[src/verilog/spr_pkg.sv]
// shared constants for the status pin router and receiver fill control
package spr_pkg;

    // register byte addresses on the control port
    localparam logic [7:0] SPR_ADDR_SEL_A = 8'h26;
    localparam logic [7:0] SPR_ADDR_SEL_B = 8'h27;
    localparam logic [7:0] SPR_ADDR_SEL_C = 8'h28;
    localparam logic [7:0] SPR_ADDR_SEL_D = 8'h29;
    localparam logic [7:0] SPR_ADDR_SEL_E = 8'h2A;

    // field positions inside a select register
    localparam int SPR_LO_FIELD_POS = 0;
    localparam int SPR_HI_FIELD_POS = 4;
    localparam int SPR_CTRL_BIT_POS = 8;

    // values after reset
    localparam logic [8:0] SPR_RST_SEL_A = 9'h010;
    localparam logic [8:0] SPR_RST_SEL_B = 9'h032;
    localparam logic [8:0] SPR_RST_SEL_C = 9'h054;
    localparam logic [8:0] SPR_RST_SEL_D = 9'h076;
    localparam logic [8:0] SPR_RST_SEL_E = 9'h098;

    // writable bits; bit 8 of registers c, d and e reads as zero
    localparam logic [8:0] SPR_MASK_CTRL = 9'h1FF;
    localparam logic [8:0] SPR_MASK_PLAIN = 9'h0FF;

    // pin source codes
    localparam logic [3:0] SPR_SRC_INTR_N = 4'h0;
    localparam logic [3:0] SPR_SRC_VALID = 4'h1;
    localparam logic [3:0] SPR_SRC_USER = 4'h2;
    localparam logic [3:0] SPR_SRC_CHSTAT = 4'h3;
    localparam logic [3:0] SPR_SRC_PARITY = 4'h4;
    localparam logic [3:0] SPR_SRC_SFRM = 4'h5;
    localparam logic [3:0] SPR_SRC_BLOCK = 4'h6;
    localparam logic [3:0] SPR_SRC_UNLOCK = 4'h7;
    localparam logic [3:0] SPR_SRC_CSUPD = 4'h8;
    localparam logic [3:0] SPR_SRC_RATE = 4'h9;
    localparam logic [3:0] SPR_SRC_ZERO = 4'hA;
    localparam logic [3:0] SPR_SRC_NONAUD = 4'hB;
    localparam logic [3:0] SPR_SRC_COPY = 4'hC;
    localparam logic [3:0] SPR_SRC_EMPH = 4'hD;
    localparam logic [3:0] SPR_SRC_IN_CMOS = 4'hE;
    localparam logic [3:0] SPR_SRC_IN_COMP = 4'hF;

    // routed pins two..nine, of which three..five may become inputs
    localparam int SPR_NUM_PINS = 8;
    localparam int SPR_NUM_BIDIR = 3;
    localparam int SPR_FIRST_BIDIR = 1;
    localparam int SPR_SYNC_STAGES = 2;

endpackage : spr_pkg

[src/verilog/spr_rx_fill.sv]
// receiver sample handling for corrupt or invalid input data
`timescale 1ns/1ns
module spr_rx_fill
    import spr_pkg::*;
#(
    parameter int DATA_W = 24
) (
    input wire logic ref_clk,
    input wire logic rst_b,
    input wire logic [DATA_W-1:0] sample_in,
    input wire logic sample_stb,
    input wire logic sample_corrupt,
    input wire logic sample_invalid,
    input wire logic bad_data_fill_select,
    input wire logic validity_override,
    output logic [DATA_W-1:0] sample_out,
    output logic sample_out_stb
);

    logic [DATA_W-1:0] last_good;
    logic [DATA_W-1:0] next_last_good;
    logic [DATA_W-1:0] next_sample_out;
    logic next_sample_out_stb;
    logic sample_bad;

    // invalid flag ignored when the override is set
    assign sample_bad = sample_corrupt |
        (sample_invalid & ~validity_override);

    ////////////////////////////////////////////////////////////////////////
    // next sample and last good sample
    always_comb begin
        next_last_good = last_good;
        next_sample_out = sample_out;
        next_sample_out_stb = sample_stb;
        if (sample_stb) begin
            if (!sample_bad) begin
                next_last_good = sample_in;
                next_sample_out = sample_in;
            end else if (bad_data_fill_select) begin
                next_sample_out = '0;
            end else begin
                next_sample_out = last_good;
            end
        end
    end

    always_ff @(posedge ref_clk) begin
        if (!rst_b) begin
            last_good <= '0;
            sample_out <= '0;
            sample_out_stb <= 1'b0;
        end else begin
            last_good <= next_last_good;
            sample_out <= next_sample_out;
            sample_out_stb <= next_sample_out_stb;
        end
    end

    ////////////////////////////////////////////////////////////////////////
    // checks
    a_hold_last_good: assert property (@(posedge ref_clk)
        disable iff (!rst_b)
        sample_stb && sample_bad && !bad_data_fill_select
        |=> sample_out == $past(last_good) && sample_out_stb)
        else $error("bad sample did not repeat last good one");

    a_fill_zero_out: assert property (@(posedge ref_clk)
        disable iff (!rst_b)
        sample_stb && sample_bad && bad_data_fill_select
        |=> sample_out == '0)
        else $error("bad sample not replaced by zero");

    a_override_invalid: assert property (@(posedge ref_clk)
        disable iff (!rst_b)
        sample_stb && sample_invalid && !sample_corrupt && validity_override
        |=> sample_out == $past(sample_in))
        else $error("invalid flag not ignored under override");

    c_fill_zero: cover property (@(posedge ref_clk) disable iff (!rst_b)
        sample_stb && sample_bad && bad_data_fill_select);

endmodule : spr_rx_fill

[src/verilog/spr_pin_router.sv]
// receiver status pin router with select registers and fill control
//
// Function
// - each four-bit select field of pins two to nine puts one of fourteen status signals on its pin, code 0 the interrupt through code 13 emphasis.
// - after reset pins two to nine select codes one to eight in order.
// - code 14 releases the pin and uses it as a receiver input with a logic-level buffer.
// - code 15 uses the pin as a receiver input with a comparator buffer for AC-coupled signals.
// - the two input codes act only on pins three, four and five and software keeps them off other pins.
// - bit 8 of the first select register picks the bad-data treatment and resets to zero.
// - with that bit clear the receiver output holds the last valid sample while data is bad.
// - with that bit set bad data is replaced by all-zero samples.
// - bit 8 of the second select register resets to zero and when set makes the invalid flag be ignored.
`timescale 1ns/1ns
module spr_pin_router
    import spr_pkg::*;
#(
    parameter int DATA_W = 24
) (
    input wire logic ref_clk,
    input wire logic rst_b,
    input wire logic reg_wr,
    input wire logic [7:0] reg_addr,
    input wire logic [8:0] reg_wdata,
    output logic [8:0] reg_rdata,
    input wire logic interrupt_out_n,
    input wire logic validity_flag,
    input wire logic user_bit,
    input wire logic channel_status_bit,
    input wire logic parity_bit,
    input wire logic subframe_clock_out,
    input wire logic block_start_marker,
    input wire logic lock_loss,
    input wire logic channel_status_update,
    input wire logic rate_high_flag,
    input wire logic zero_detect_flag,
    input wire logic compressed_payload_flag,
    input wire logic copy_permit_flag,
    input wire logic emphasis_indicator,
    input wire logic [SPR_NUM_BIDIR-1:0] pin_in,
    output logic [SPR_NUM_PINS-1:0] pin_out,
    output logic [SPR_NUM_PINS-1:0] pin_oe_n,
    output logic [SPR_NUM_BIDIR-1:0] rx_pin_data,
    output logic [SPR_NUM_BIDIR-1:0] rx_pin_active,
    output logic [SPR_NUM_BIDIR-1:0] rx_pin_comparator,
    input wire logic [DATA_W-1:0] rx_sample,
    input wire logic rx_sample_stb,
    input wire logic rx_corrupt,
    input wire logic rx_invalid,
    output logic [DATA_W-1:0] audio_sample,
    output logic audio_stb
);

    logic [8:0] sel_a;
    logic [8:0] sel_b;
    logic [8:0] sel_c;
    logic [8:0] sel_d;
    logic [8:0] sel_e;
    logic [8:0] next_sel_a;
    logic [8:0] next_sel_b;
    logic [8:0] next_sel_c;
    logic [8:0] next_sel_d;
    logic [8:0] next_sel_e;
    logic [8:0] next_reg_rdata;
    logic [3:0] pin_sel [SPR_NUM_PINS];
    logic [15:0] status_vec;
    logic [SPR_NUM_PINS-1:0] next_pin_out;
    logic [SPR_NUM_PINS-1:0] next_pin_oe_n;
    logic [SPR_NUM_BIDIR-1:0] pin_in_meta;
    logic [SPR_NUM_BIDIR-1:0] pin_in_sync;
    logic [SPR_NUM_BIDIR-1:0] next_rx_pin_data;
    logic [SPR_NUM_BIDIR-1:0] next_rx_pin_active;
    logic [SPR_NUM_BIDIR-1:0] next_rx_pin_comparator;
    logic bad_data_fill_select;
    logic validity_override;

    ////////////////////////////////////////////////////////////////////////
    // select registers
    always_comb begin
        next_sel_a = sel_a;
        next_sel_b = sel_b;
        next_sel_c = sel_c;
        next_sel_d = sel_d;
        next_sel_e = sel_e;
        if (reg_wr) begin
            unique case (reg_addr)
                SPR_ADDR_SEL_A: next_sel_a = reg_wdata & SPR_MASK_CTRL;
                SPR_ADDR_SEL_B: next_sel_b = reg_wdata & SPR_MASK_CTRL;
                SPR_ADDR_SEL_C: next_sel_c = reg_wdata & SPR_MASK_PLAIN;
                SPR_ADDR_SEL_D: next_sel_d = reg_wdata & SPR_MASK_PLAIN;
                SPR_ADDR_SEL_E: next_sel_e = reg_wdata & SPR_MASK_PLAIN;
                default: next_sel_a = sel_a; // unmapped writes dropped
            endcase
        end
    end

    // read data is registered; unmapped addresses read zero
    always_comb begin
        unique case (reg_addr)
            SPR_ADDR_SEL_A: next_reg_rdata = sel_a;
            SPR_ADDR_SEL_B: next_reg_rdata = sel_b;
            SPR_ADDR_SEL_C: next_reg_rdata = sel_c;
            SPR_ADDR_SEL_D: next_reg_rdata = sel_d;
            SPR_ADDR_SEL_E: next_reg_rdata = sel_e;
            default: next_reg_rdata = '0;
        endcase
    end

    always_ff @(posedge ref_clk) begin
        if (!rst_b) begin
            sel_a <= SPR_RST_SEL_A;
            sel_b <= SPR_RST_SEL_B;
            sel_c <= SPR_RST_SEL_C;
            sel_d <= SPR_RST_SEL_D;
            sel_e <= SPR_RST_SEL_E;
            reg_rdata <= '0;
        end else begin
            sel_a <= next_sel_a;
            sel_b <= next_sel_b;
            sel_c <= next_sel_c;
            sel_d <= next_sel_d;
            sel_e <= next_sel_e;
            reg_rdata <= next_reg_rdata;
        end
    end

    // pins one and ten keep their fields for readback only; nothing here
    // routes them, so software may park any code there
    // field map: pin two in a[7:4], then low/high nibbles onward
    assign pin_sel[0] = sel_a[SPR_HI_FIELD_POS +: 4];
    assign pin_sel[1] = sel_b[SPR_LO_FIELD_POS +: 4];
    assign pin_sel[2] = sel_b[SPR_HI_FIELD_POS +: 4];
    assign pin_sel[3] = sel_c[SPR_LO_FIELD_POS +: 4];
    assign pin_sel[4] = sel_c[SPR_HI_FIELD_POS +: 4];
    assign pin_sel[5] = sel_d[SPR_LO_FIELD_POS +: 4];
    assign pin_sel[6] = sel_d[SPR_HI_FIELD_POS +: 4];
    assign pin_sel[7] = sel_e[SPR_LO_FIELD_POS +: 4];
    assign bad_data_fill_select = sel_a[SPR_CTRL_BIT_POS];
    assign validity_override = sel_b[SPR_CTRL_BIT_POS];

    ////////////////////////////////////////////////////////////////////////
    // status sources by code; input codes index zeros, so a pin
    // that cannot become an input just drives low
    assign status_vec = {2'b00, emphasis_indicator, copy_permit_flag,
        compressed_payload_flag, zero_detect_flag, rate_high_flag,
        channel_status_update, lock_loss, block_start_marker,
        subframe_clock_out, parity_bit, channel_status_bit, user_bit,
        validity_flag, interrupt_out_n};

    // per-pin output mux, registered to keep pins glitch free
    for (genvar i = 0; i < SPR_NUM_PINS; i++) begin : g_pin
        localparam bit BIDIR = (i >= SPR_FIRST_BIDIR) &&
            (i < SPR_FIRST_BIDIR + SPR_NUM_BIDIR);
        always_comb begin
            next_pin_out[i] = status_vec[pin_sel[i]];
            next_pin_oe_n[i] = 1'b0;
            if (BIDIR && pin_sel[i] >= SPR_SRC_IN_CMOS) begin
                next_pin_out[i] = 1'b0;
                next_pin_oe_n[i] = 1'b1;
            end
        end
        always_ff @(posedge ref_clk) begin
            if (!rst_b) begin
                pin_out[i] <= 1'b0;
                pin_oe_n[i] <= 1'b0;
            end else begin
                pin_out[i] <= next_pin_out[i];
                pin_oe_n[i] <= next_pin_oe_n[i];
            end
        end
    end

    ////////////////////////////////////////////////////////////////////////
    // input side of pins three to five
    always_ff @(posedge ref_clk) begin
        if (!rst_b) begin
            pin_in_meta <= '0;
            pin_in_sync <= '0;
        end else begin
            pin_in_meta <= pin_in;
            pin_in_sync <= pin_in_meta;
        end
    end

    // buffer type flag tells the receiver which input circuit is meant
    for (genvar j = 0; j < SPR_NUM_BIDIR; j++) begin : g_rx_in
        always_comb begin
            next_rx_pin_active[j] =
                pin_sel[j+SPR_FIRST_BIDIR] >= SPR_SRC_IN_CMOS;
            next_rx_pin_comparator[j] =
                pin_sel[j+SPR_FIRST_BIDIR] == SPR_SRC_IN_COMP;
            next_rx_pin_data[j] = pin_in_sync[j] & next_rx_pin_active[j];
        end
        always_ff @(posedge ref_clk) begin
            if (!rst_b) begin
                rx_pin_active[j] <= 1'b0;
                rx_pin_comparator[j] <= 1'b0;
                rx_pin_data[j] <= 1'b0;
            end else begin
                rx_pin_active[j] <= next_rx_pin_active[j];
                rx_pin_comparator[j] <= next_rx_pin_comparator[j];
                rx_pin_data[j] <= next_rx_pin_data[j];
            end
        end
    end

    ////////////////////////////////////////////////////////////////////////
    // receiver data handling
    spr_rx_fill #(
        .DATA_W(DATA_W)
    ) u_rx_fill (
        .ref_clk(ref_clk),
        .rst_b(rst_b),
        .sample_in(rx_sample),
        .sample_stb(rx_sample_stb),
        .sample_corrupt(rx_corrupt),
        .sample_invalid(rx_invalid),
        .bad_data_fill_select(bad_data_fill_select),
        .validity_override(validity_override),
        .sample_out(audio_sample),
        .sample_out_stb(audio_stb)
    );

    ////////////////////////////////////////////////////////////////////////
    // checks
    a_reset_codes_seq: assert property (@(posedge ref_clk)
        disable iff (!rst_b)
        $rose(rst_b) |-> pin_sel[0] == 4'h1 && pin_sel[3] == 4'h4 &&
            pin_sel[7] == 4'h8 && !bad_data_fill_select &&
            !validity_override)
        else $error("select fields wrong after reset");

    a_mux_intr_pin: assert property (@(posedge ref_clk)
        disable iff (!rst_b)
        pin_sel[0] == SPR_SRC_INTR_N
        |=> pin_out[0] == $past(interrupt_out_n) && !pin_oe_n[0])
        else $error("pin two does not follow interrupt");

    a_mux_emph_pin: assert property (@(posedge ref_clk)
        disable iff (!rst_b)
        pin_sel[6] == SPR_SRC_EMPH
        |=> pin_out[6] == $past(emphasis_indicator))
        else $error("pin eight does not follow emphasis");

    // pin five resets to parity, so this one is live from the start
    a_mux_parity_pin: assert property (@(posedge ref_clk)
        disable iff (!rst_b)
        pin_sel[3] == SPR_SRC_PARITY
        |=> pin_out[3] == $past(parity_bit) && !pin_oe_n[3])
        else $error("pin five does not follow parity");

    a_cmos_input_release: assert property (@(posedge ref_clk)
        disable iff (!rst_b)
        pin_sel[1] == SPR_SRC_IN_CMOS [*2]
        |=> pin_oe_n[1] && rx_pin_active[0] && !rx_pin_comparator[0])
        else $error("pin three not released as logic input");

    a_pin5_cmos_input: assert property (@(posedge ref_clk)
        disable iff (!rst_b)
        pin_sel[3] == SPR_SRC_IN_CMOS
        |=> pin_oe_n[3] && rx_pin_active[2] && !rx_pin_comparator[2])
        else $error("pin five not released as logic input");

    a_comp_input_mode: assert property (@(posedge ref_clk)
        disable iff (!rst_b)
        pin_sel[2] == SPR_SRC_IN_COMP
        |=> pin_oe_n[2] && rx_pin_comparator[1])
        else $error("pin four not a comparator input");

    a_bad_code_low: assert property (@(posedge ref_clk)
        disable iff (!rst_b)
        pin_sel[5] >= SPR_SRC_IN_CMOS
        |=> !pin_out[5] && !pin_oe_n[5])
        else $error("non-input pin not driven low on input code");

    // a stray release of an output-only pin would leave it floating
    a_oe_bidir_only: assert property (@(posedge ref_clk)
        disable iff (!rst_b)
        !pin_oe_n[0] &&
            pin_oe_n[SPR_NUM_PINS-1:SPR_FIRST_BIDIR+SPR_NUM_BIDIR] == '0)
        else $error("pin released outside three to five");

    // a pin in output use must hand nothing to the receiver
    a_rx_data_gated: assert property (@(posedge ref_clk)
        disable iff (!rst_b)
        (rx_pin_data & ~rx_pin_active) == '0)
        else $error("receiver fed from a pin not in input use");

    a_write_latency_two: assert property (@(posedge ref_clk)
        disable iff (!rst_b)
        reg_wr && reg_addr == SPR_ADDR_SEL_C &&
            reg_wdata[SPR_HI_FIELD_POS +: 4] == SPR_SRC_SFRM
        |=> ##1 pin_out[4] == $past(subframe_clock_out))
        else $error("pin six late after select write");

    a_fill_bit_store: assert property (@(posedge ref_clk)
        disable iff (!rst_b)
        reg_wr && reg_addr == SPR_ADDR_SEL_A
        |=> bad_data_fill_select == $past(reg_wdata[SPR_CTRL_BIT_POS])
            ##1 reg_addr != SPR_ADDR_SEL_A ||
            reg_rdata[SPR_CTRL_BIT_POS] == bad_data_fill_select)
        else $error("fill select bit not stored");

    a_override_store: assert property (@(posedge ref_clk)
        disable iff (!rst_b)
        reg_wr && reg_addr == SPR_ADDR_SEL_B
        |=> validity_override == $past(reg_wdata[SPR_CTRL_BIT_POS]))
        else $error("validity override bit not stored");

    c_pin_to_input: cover property (@(posedge ref_clk) disable iff (!rst_b)
        pin_sel[2] == SPR_SRC_IN_COMP ##1 pin_oe_n[2]);
    c_pin5_input: cover property (@(posedge ref_clk) disable iff (!rst_b)
        pin_sel[3] == SPR_SRC_IN_CMOS ##1 rx_pin_active[2]);
    c_override_set: cover property (@(posedge ref_clk) disable iff (!rst_b)
        validity_override && rx_sample_stb && rx_invalid);
    c_pin_code_change: cover property (@(posedge ref_clk)
        disable iff (!rst_b)
        reg_wr && reg_addr == SPR_ADDR_SEL_D ##2 $changed(pin_out[5]));

endmodule : spr_pin_router

[config.mk]
export PLATFORM = sky130hd
export DESIGN_NAME = spr_pin_router
export DESIGN_NICKNAME = d
export VERILOG_FILES = /design/src/verilog/spr_pkg.sv /design/src/verilog/spr_rx_fill.sv /design/src/verilog/spr_pin_router.sv
export SDC_FILE = /design/constraint.sdc
export NUM_CORES = 1
export LEC_CHECK = 0
export ABC_AREA = 1
export BUFFER_PORTS_ARGS = -buffer_cell sky130_fd_sc_hd__buf_2
export CORE_MARGIN = 1.5
export CORE_UTILIZATION = 28
export DETAILED_ROUTE_END_ITERATION = 8
export GPL_ROUTABILITY_DRIVEN = 0
export PLACE_DENSITY = 0.54
export SYNTH_ARGS = -nofsm -noshare
export SYNTH_HDL_FRONTEND = slang
export SYNTH_SLANG_ARGS = --single-unit
[constraint.sdc]
create_clock -name ref_clk -period 1.34 [get_ports ref_clk]
set_input_delay 0.201 -clock ref_clk [delete_from_list [all_inputs] [get_ports ref_clk]]
set_output_delay 0.201 -clock ref_clk [all_outputs]
set_load 0.01 [all_outputs]
==> impl_metrics.ini, run 1 <==
[run_status]
status = finished, final reports clean

[synthesis]
syn_area_sq_um = 5950
ys_seq_area_frac = 0.414
syn_inst = 884
ys_seq_elements = 123
synth_top_cell_by_area = dfxtp_1
synth_area_leaders = dfxtp_1 41%, nand2_1 18%, nand3_1 11%, a21oi_1 6.2%, inv_1 5.1%
yosysUniqueCellTypes = 29
yosys_warnings = 0
syn_area_per_cell_sq_um = 6.73
synth_top_cell_area_share = 0.414

[placement]
dp_hpwl_mm = 13.9
placed_cells = 1265
pre_cts_slack_ns = -0.0232
port_buffers = 117

[final_layout]
nets = 1077
n_antenna_cell = 0
fillCellCount = 2279
utilization = 0.362
area_growth_pct = 27.5
drive_above_1_share = 0.206
finalNonFillerCells = 1300

[hold_path]
hold_path_class = input port to register

[pwr]
vdd_drop_max_v = 0.000888
power.total_mw = 9.40
powerDensity_nw_per_um2 = 1240
leakage_nw = 3.72

[sta]
finalCritPeriodShare = 0.901
setup_ws_ns = 0.133
timing.fmax_mhz = 828
worst_clock_skew_ns = 0.0102
rsz0062_at_grt = yes
finalSetupViolCount = 0
maxSlewViolCount = 0
hold_viol_final = 0
timing.hold.ws_ns = 0.0516
min_period_ns = 1.21

[clock_network]
worstSkewPairLatency_ns = 0.42
cts_made_buffers = 17
htreeDepth = 4
cts_tree = yes
clockBufferDepth = 2
cts_root_buffer = clkbuf_16
cts.sinks = 123
cts_setup_buffers = 0
clkTransAtPathRegs_ns = 0.06

[global_route]
grt-ovfl-total = 0
grt_pass1_wl_mm = 30.9
grt_max_degree = 45
track_usage = 0.184
antenna_found_initial = 0
grt_pass1_vias = 5725

[detailed_routing]
firstDrtPassIters = 5
viasPerCell = 4.72
num_vias = 6133
wl_per_cell_um = 15.3
drt-initial-drc-count = 483
routed_wl_mm = 19.9
drc = 0
ant_nets = 0

[setup_path]
cp.arrival_ns = 1.58
end_kind = register
r2r_setup_slack_ns = 0.14
startpoint = rx_sample_stb
startpoint_type = input port
cp.required_ns = 1.71
crit_chain = dlygate4sd3_1 > buf_2 > inv_2 > nor2_4 > buf_12 > nand2_1 > nand3_1 > nand2_1 > inv_1
max_stage_delay_ns = 0.53
r2r_start = sel_b[8]
path_class = input port to register
cp_common_cell = nand2_1
endpoint = u_rx_fill.sample_out[4]
cpMaxStageDelayCell = dlygate4sd3_1
worstPathMaxFanout = 24
r2r_cells = 9
r2r_end = u_rx_fill.sample_out[4]

[floorplan]
die_w_um = 149
coreArea_sq_um = 21000
rows = 53
start_util = 0.284
die_area_sq_um = 22100
ioPinCount = 123
die_y_um = 149

[job]
cap_violations = 0
[how the worst min path moves through the flow]
| stage | startpoint | to | slack [ns] | cells after the start |
|---|---|---|---|---|
| floorplan | rx_sample_stb | u_rx_fill.sample_out_stb | 0.29 | 2 |
| global placement | pin_in[2] | pin_in_meta[2] | 0.38 | 3 |
| detailed placement | pin_in[1] | pin_in_meta[1] | 0.39 | 3 |
| CTS | rx_sample[14] | u_rx_fill.last_good[14] | 0.03 | 3 |
| global route | reg_wdata[8] | sel_a[8] | 0.05 | 3 |
| finish | reg_wdata[8] | sel_a[8] | 0.05 | 3 |
[routing by layer]
metal  vias to the layer above  track usage  wire [um]
li1                       3114            -          -
met1                      2771        0.240       9160
met2                       195        0.284       8930
met3                        53       0.0450       1070
met4                         0       0.0871        730
met5                         -            0          0
[cells in the mapped netlist]
master and instances:
a21oi_1 74, a21oi_2 1, buf_1 2, buf_2 15, buf_4 11, buf_6 6, clkbuf_1 16, clkinv_1 1
clkinv_2 1, clkinv_4 1, conb_1 1, dfxtp_1 123, inv_1 81, inv_2 8, nand2_1 281, nand2_2 4
nand3_1 134, nand3_2 3, nand3_4 2, nand4_1 14, nor2_1 35, nor2_2 2, nor2_4 6, nor3_1 3
nor3b_1 3, o2111ai_1 3, o211ai_1 7, o21ai_0 22, o21ai_1 24
[worst max-delay path, delay by kind of cell]
family                 cells  cell delay (ns)
buffers and inverters      5             0.96
AND/OR/NAND/NOR            4             0.41
[repair_timing]
action | CTS | global route
resized for setup | 0 | 2
hold buffers | 4 | 0
setup endpoints to repair | 0 | 23
hold endpoints to repair | 4 | 0
[state kept, by name, summed over array words and instances (netlist names), 8 cells and up]
name                  count
u_rx_fill.last_good      24
u_rx_fill.sample_out     24
reg_rdata                 9
sel_a                     9
sel_b                     9
pin_out                   8
sel_c                     8
sel_d                     8
sel_e                     8
[placed cells by master, fill, tap and decap left out, types with 4 or more instances in the layout]
| cell | count |
|---|---|
| inv_6 | 4 |
| nand4_1 | 14 |
| buf_12 | 5 |
| inv_2 | 7 |
| dfxtp_1 | 123 |
| o211ai_1 | 7 |
| o21ai_1 | 24 |
| dlygate4sd3_1 | 4 |
| nand2_2 | 4 |
| inv_1 | 81 |
| a21oi_1 | 74 |
| clkbuf_16 | 17 |
| o21ai_0 | 22 |
| conb_1 | 5 |
| buf_4 | 30 |
| nor2_1 | 35 |
| buf_2 | 117 |
| clkinv_4 | 4 |
| nor2_4 | 6 |
| nand3_1 | 134 |
| nand2_1 | 281 |
[area by class of cell]
cell class | count | area, sq um | area share
clock buffers | 19 | 453 | 0.0597
clock inverters | 12 | 161 | 0.0213
inverters | 92 | 354 | 0.0467
multi-input cells | 623 | 2860 | 0.377
flip-flops and latches | 123 | 2460 | 0.325
well taps | 275 | 344 | 0.0454
repair buffers | 156 | 951 | 0.125
[logic make-up (layout without fill, tap and decap cells)]
group / Yosys count / count (layout) / share of synthesized area
other: 1 / 5 / 0.000630
and+or+nand+nor: 487 / 487 / 0.362
AOI/OAI and AO/OA: 131 / 131 / 0.116
DFF: 123 / 123 / 0.414
buffers and inverters: 142 / 279 / 0.108
[metrics by stage]
step	instance area (sq um)	setup TNS, ns
after floorplan	5970	0
after global placement	6930	-0.0153
after detailed placement	6930	-0.0622
after CTS	7580	0
after global routing	7580	-0.0252
final	7580	0
[where the power goes]
group	internal (mW)	total, mW	switching [mW]
Clock	3.04	4.85	1.81
Combinational	0.272	0.777	0.505
Sequential	3.74	3.77	0.0328
Power figures use the tool's default switching activity.
==> run 2: changes to the inputs <==
- MAX_ROUTING_LAYER: not set -> met4
- PLACE_DENSITY: 0.54 -> not set
==> run 2 against run 1 <==
Clock power shrank 4.1%. Clock-buffer cell count is the same. Combinational power rose by 3%. Critical endpoint is now u_rx_fill.sample_out[5]. Die area is the same. Register-to-register slack worse by 0.06 ns. First-iteration DRC count is 14% higher. Critical path depth is 1 higher. Final cell count rose by 0.31%. Setup slack worse by 0.053 ns. Total power is 2.0% lower.
==> impl_metrics.ini, run 2 (same netlist as run 1, synthesis figures left out) <==
[setup_path]
r2r_setup_slack_ns = 0.08
r2r_cells = 10
end_kind = register
cp.arrival_ns = 1.63
startpoint = sel_b[8]
cp.required_ns = 1.71
r2r_start = sel_b[8]
worstPathMaxFanout = 9
path_class = register to register
r2r_end = u_rx_fill.sample_out[5]
endpoint = u_rx_fill.sample_out[5]
startpoint_type = register

[global_route]
antenna_found_initial = 0
track_usage = 0.187
grt_pass1_vias = 5701
grt_pass1_wl_mm = 30.7
grt_max_degree = 58
grt-ovfl-total = 0

[pwr]
netSwitchingPower_mw = 2.35
powerDensity_nw_per_um2 = 1200
vdd_drop_max_v = 0.000891
power_frac_seq = 0.409
pwr-share-clk = 0.504
combPwrFrac = 0.087
power.total_mw = 9.21
swShare = 0.255
p_int_mw = 6.87
leakage_nw = 3.74

[sta]
worst_clock_skew_ns = 0.00874
hold_viol_final = 0
timing.fmax_mhz = 794
rsz0062_at_grt = yes
timing.hold.ws_ns = 0.0508
min_period_ns = 1.26
finalSetupViolCount = 0
finalCritPeriodShare = 0.940
maxSlewViolCount = 0

[final_layout]
n_antenna_cell = 0
largest_registers = u_rx_fill.last_good: 24 flops, u_rx_fill.sample_out: 24 flops
regArea_sq_um = 2460
nets = 1081
fillCellCount = 2268
mostFrequentLayoutCells = 277 x nand2_1, 134 x nand3_1, 122 x dfxtp_1
area_growth_pct = 28.8
drive_above_1_share = 0.215
multi_input_comb_area_sq_um = 2870
mostFrequentLayoutCell = nand2_1
finalNonFillerCells = 1304

[clock_network]
worstSkewPairLatency_ns = 0.42
cts.sinks = 123
htreeDepth = 4
clkTransAtPathRegs_ns = 0.06
cts_tree = yes
cts_root_buffer = clkbuf_16
clockBufferDepth = 2
cts_made_buffers = 17

[placement]
dp_hpwl_mm = 13.7
placed_cells = 1266
port_buffers = 117

[detailed_routing]
routed_wl_mm = 19.8
ant_nets = 0
drt-initial-drc-count = 549
viasPerCell = 4.76
drc = 0
num_vias = 6213
wl_per_cell_um = 15.2
firstDrtPassIters = 5

[floorplan]
ioPinCount = 123
coreArea_sq_um = 21000
die_y_um = 149
start_util = 0.284
die_area_sq_um = 22100
die_w_um = 149
rows = 53

[hold_path]
hold_path_class = input port to register

[run_status]
status = finished, final reports clean

[job]
cap_violations = 0
-- run 2: changes by cell type in the layout (fill, tap and decap cells not counted), moves of 2 or more --
cell	before	now
buf_12	5	7
clkinv_4	4	2
nand2_1	281	277
clkbuf_16	17	19
nand2_2	4	8
clkinvlp_4	0	3
-- run 2: critical path, cell delays in order (launching register included) --
cell and delay (ns):
dfxtp_1 0.32, inv_1 0.06, nand2_1 0.07, nand2_2 0.08
nor2_4 0.13, buf_12 0.14, clkbuf_16 0.16, nand2_1 0.08
nand3_1 0.07, nand2_1 0.05, inv_1 0.06
-- run 2: how the worst min path moves through the flow --
stage | start | to | slack, ns | cells past startpoint
global placement | pin_in[0] | pin_in_meta[0] | 0.38 | 3
floorplan | rx_sample_stb | u_rx_fill.sample_out_stb | 0.29 | 2
global route | rx_sample[17] | u_rx_fill.last_good[17] | 0.05 | 3
CTS | reg_wdata[8] | sel_a[8] | 0.04 | 3
finish | reg_wdata[8] | sel_a[8] | 0.05 | 3
detailed placement | pin_in[1] | pin_in_meta[1] | 0.39 | 3
-- run 2: routing by layer --
metal | routed length, um | global-route usage | up-vias
met3 | 1410 | 0.0437 | 47
met1 | 8800 | 0.239 | 2795
met5 | 0 | - | -
met2 | 8890 | 0.279 | 248
met4 | 670 | 0.0847 | 0
li1 | - | - | 3123
-- run 2: cell type report --
| class | count | area share |
|---|---|---|
| Inverter | 92 | 0.0465 |
| Clock buffer | 19 | 0.0591 |
| Sequential cell | 123 | 0.321 |
| Tap cell | 275 | 0.0449 |
| Timing Repair Buffer | 160 | 0.136 |
| Clock inverter | 12 | 0.0178 |
| Multi-Input combinational cell | 623 | 0.375 |
-- run 2: timing repair --
action                                 CTS  global route
endpoints found under the hold margin    4             0
hold buffers                             4             0
resized for setup                        0             9
setup endpoints to repair                0            25
setup buffers                            0             1
-- run 2: per-stage QoR --
| step | setup WS (ns) | instance area [sq um] | utilization | setup TNS [ns] |
|---|---|---|---|---|
| floorplan | 0.208 | 5970 | - | 0 |
| global placement | -0.00748 | 6950 | 0.332 | -0.0125 |
| detailed placement | -0.0308 | 6950 | 0.332 | -0.0906 |
| CTS | 0.0369 | 7580 | 0.362 | 0 |
| global route | -0.0235 | 7670 | 0.366 | -0.130 |
| finish | 0.0802 | 7670 | 0.366 | 0 |
-- run 2: power groups by stage --
stage               clock network [mW]  logic (mW)  registers (mW)
finish                            4.65       0.797            3.77
floorplan                            0       0.395            3.86
detailed placement                   0       0.759            3.85
CTS                               4.73       0.771            3.77
global route                      4.93       0.880            3.78
global placement                     0       0.756            3.85
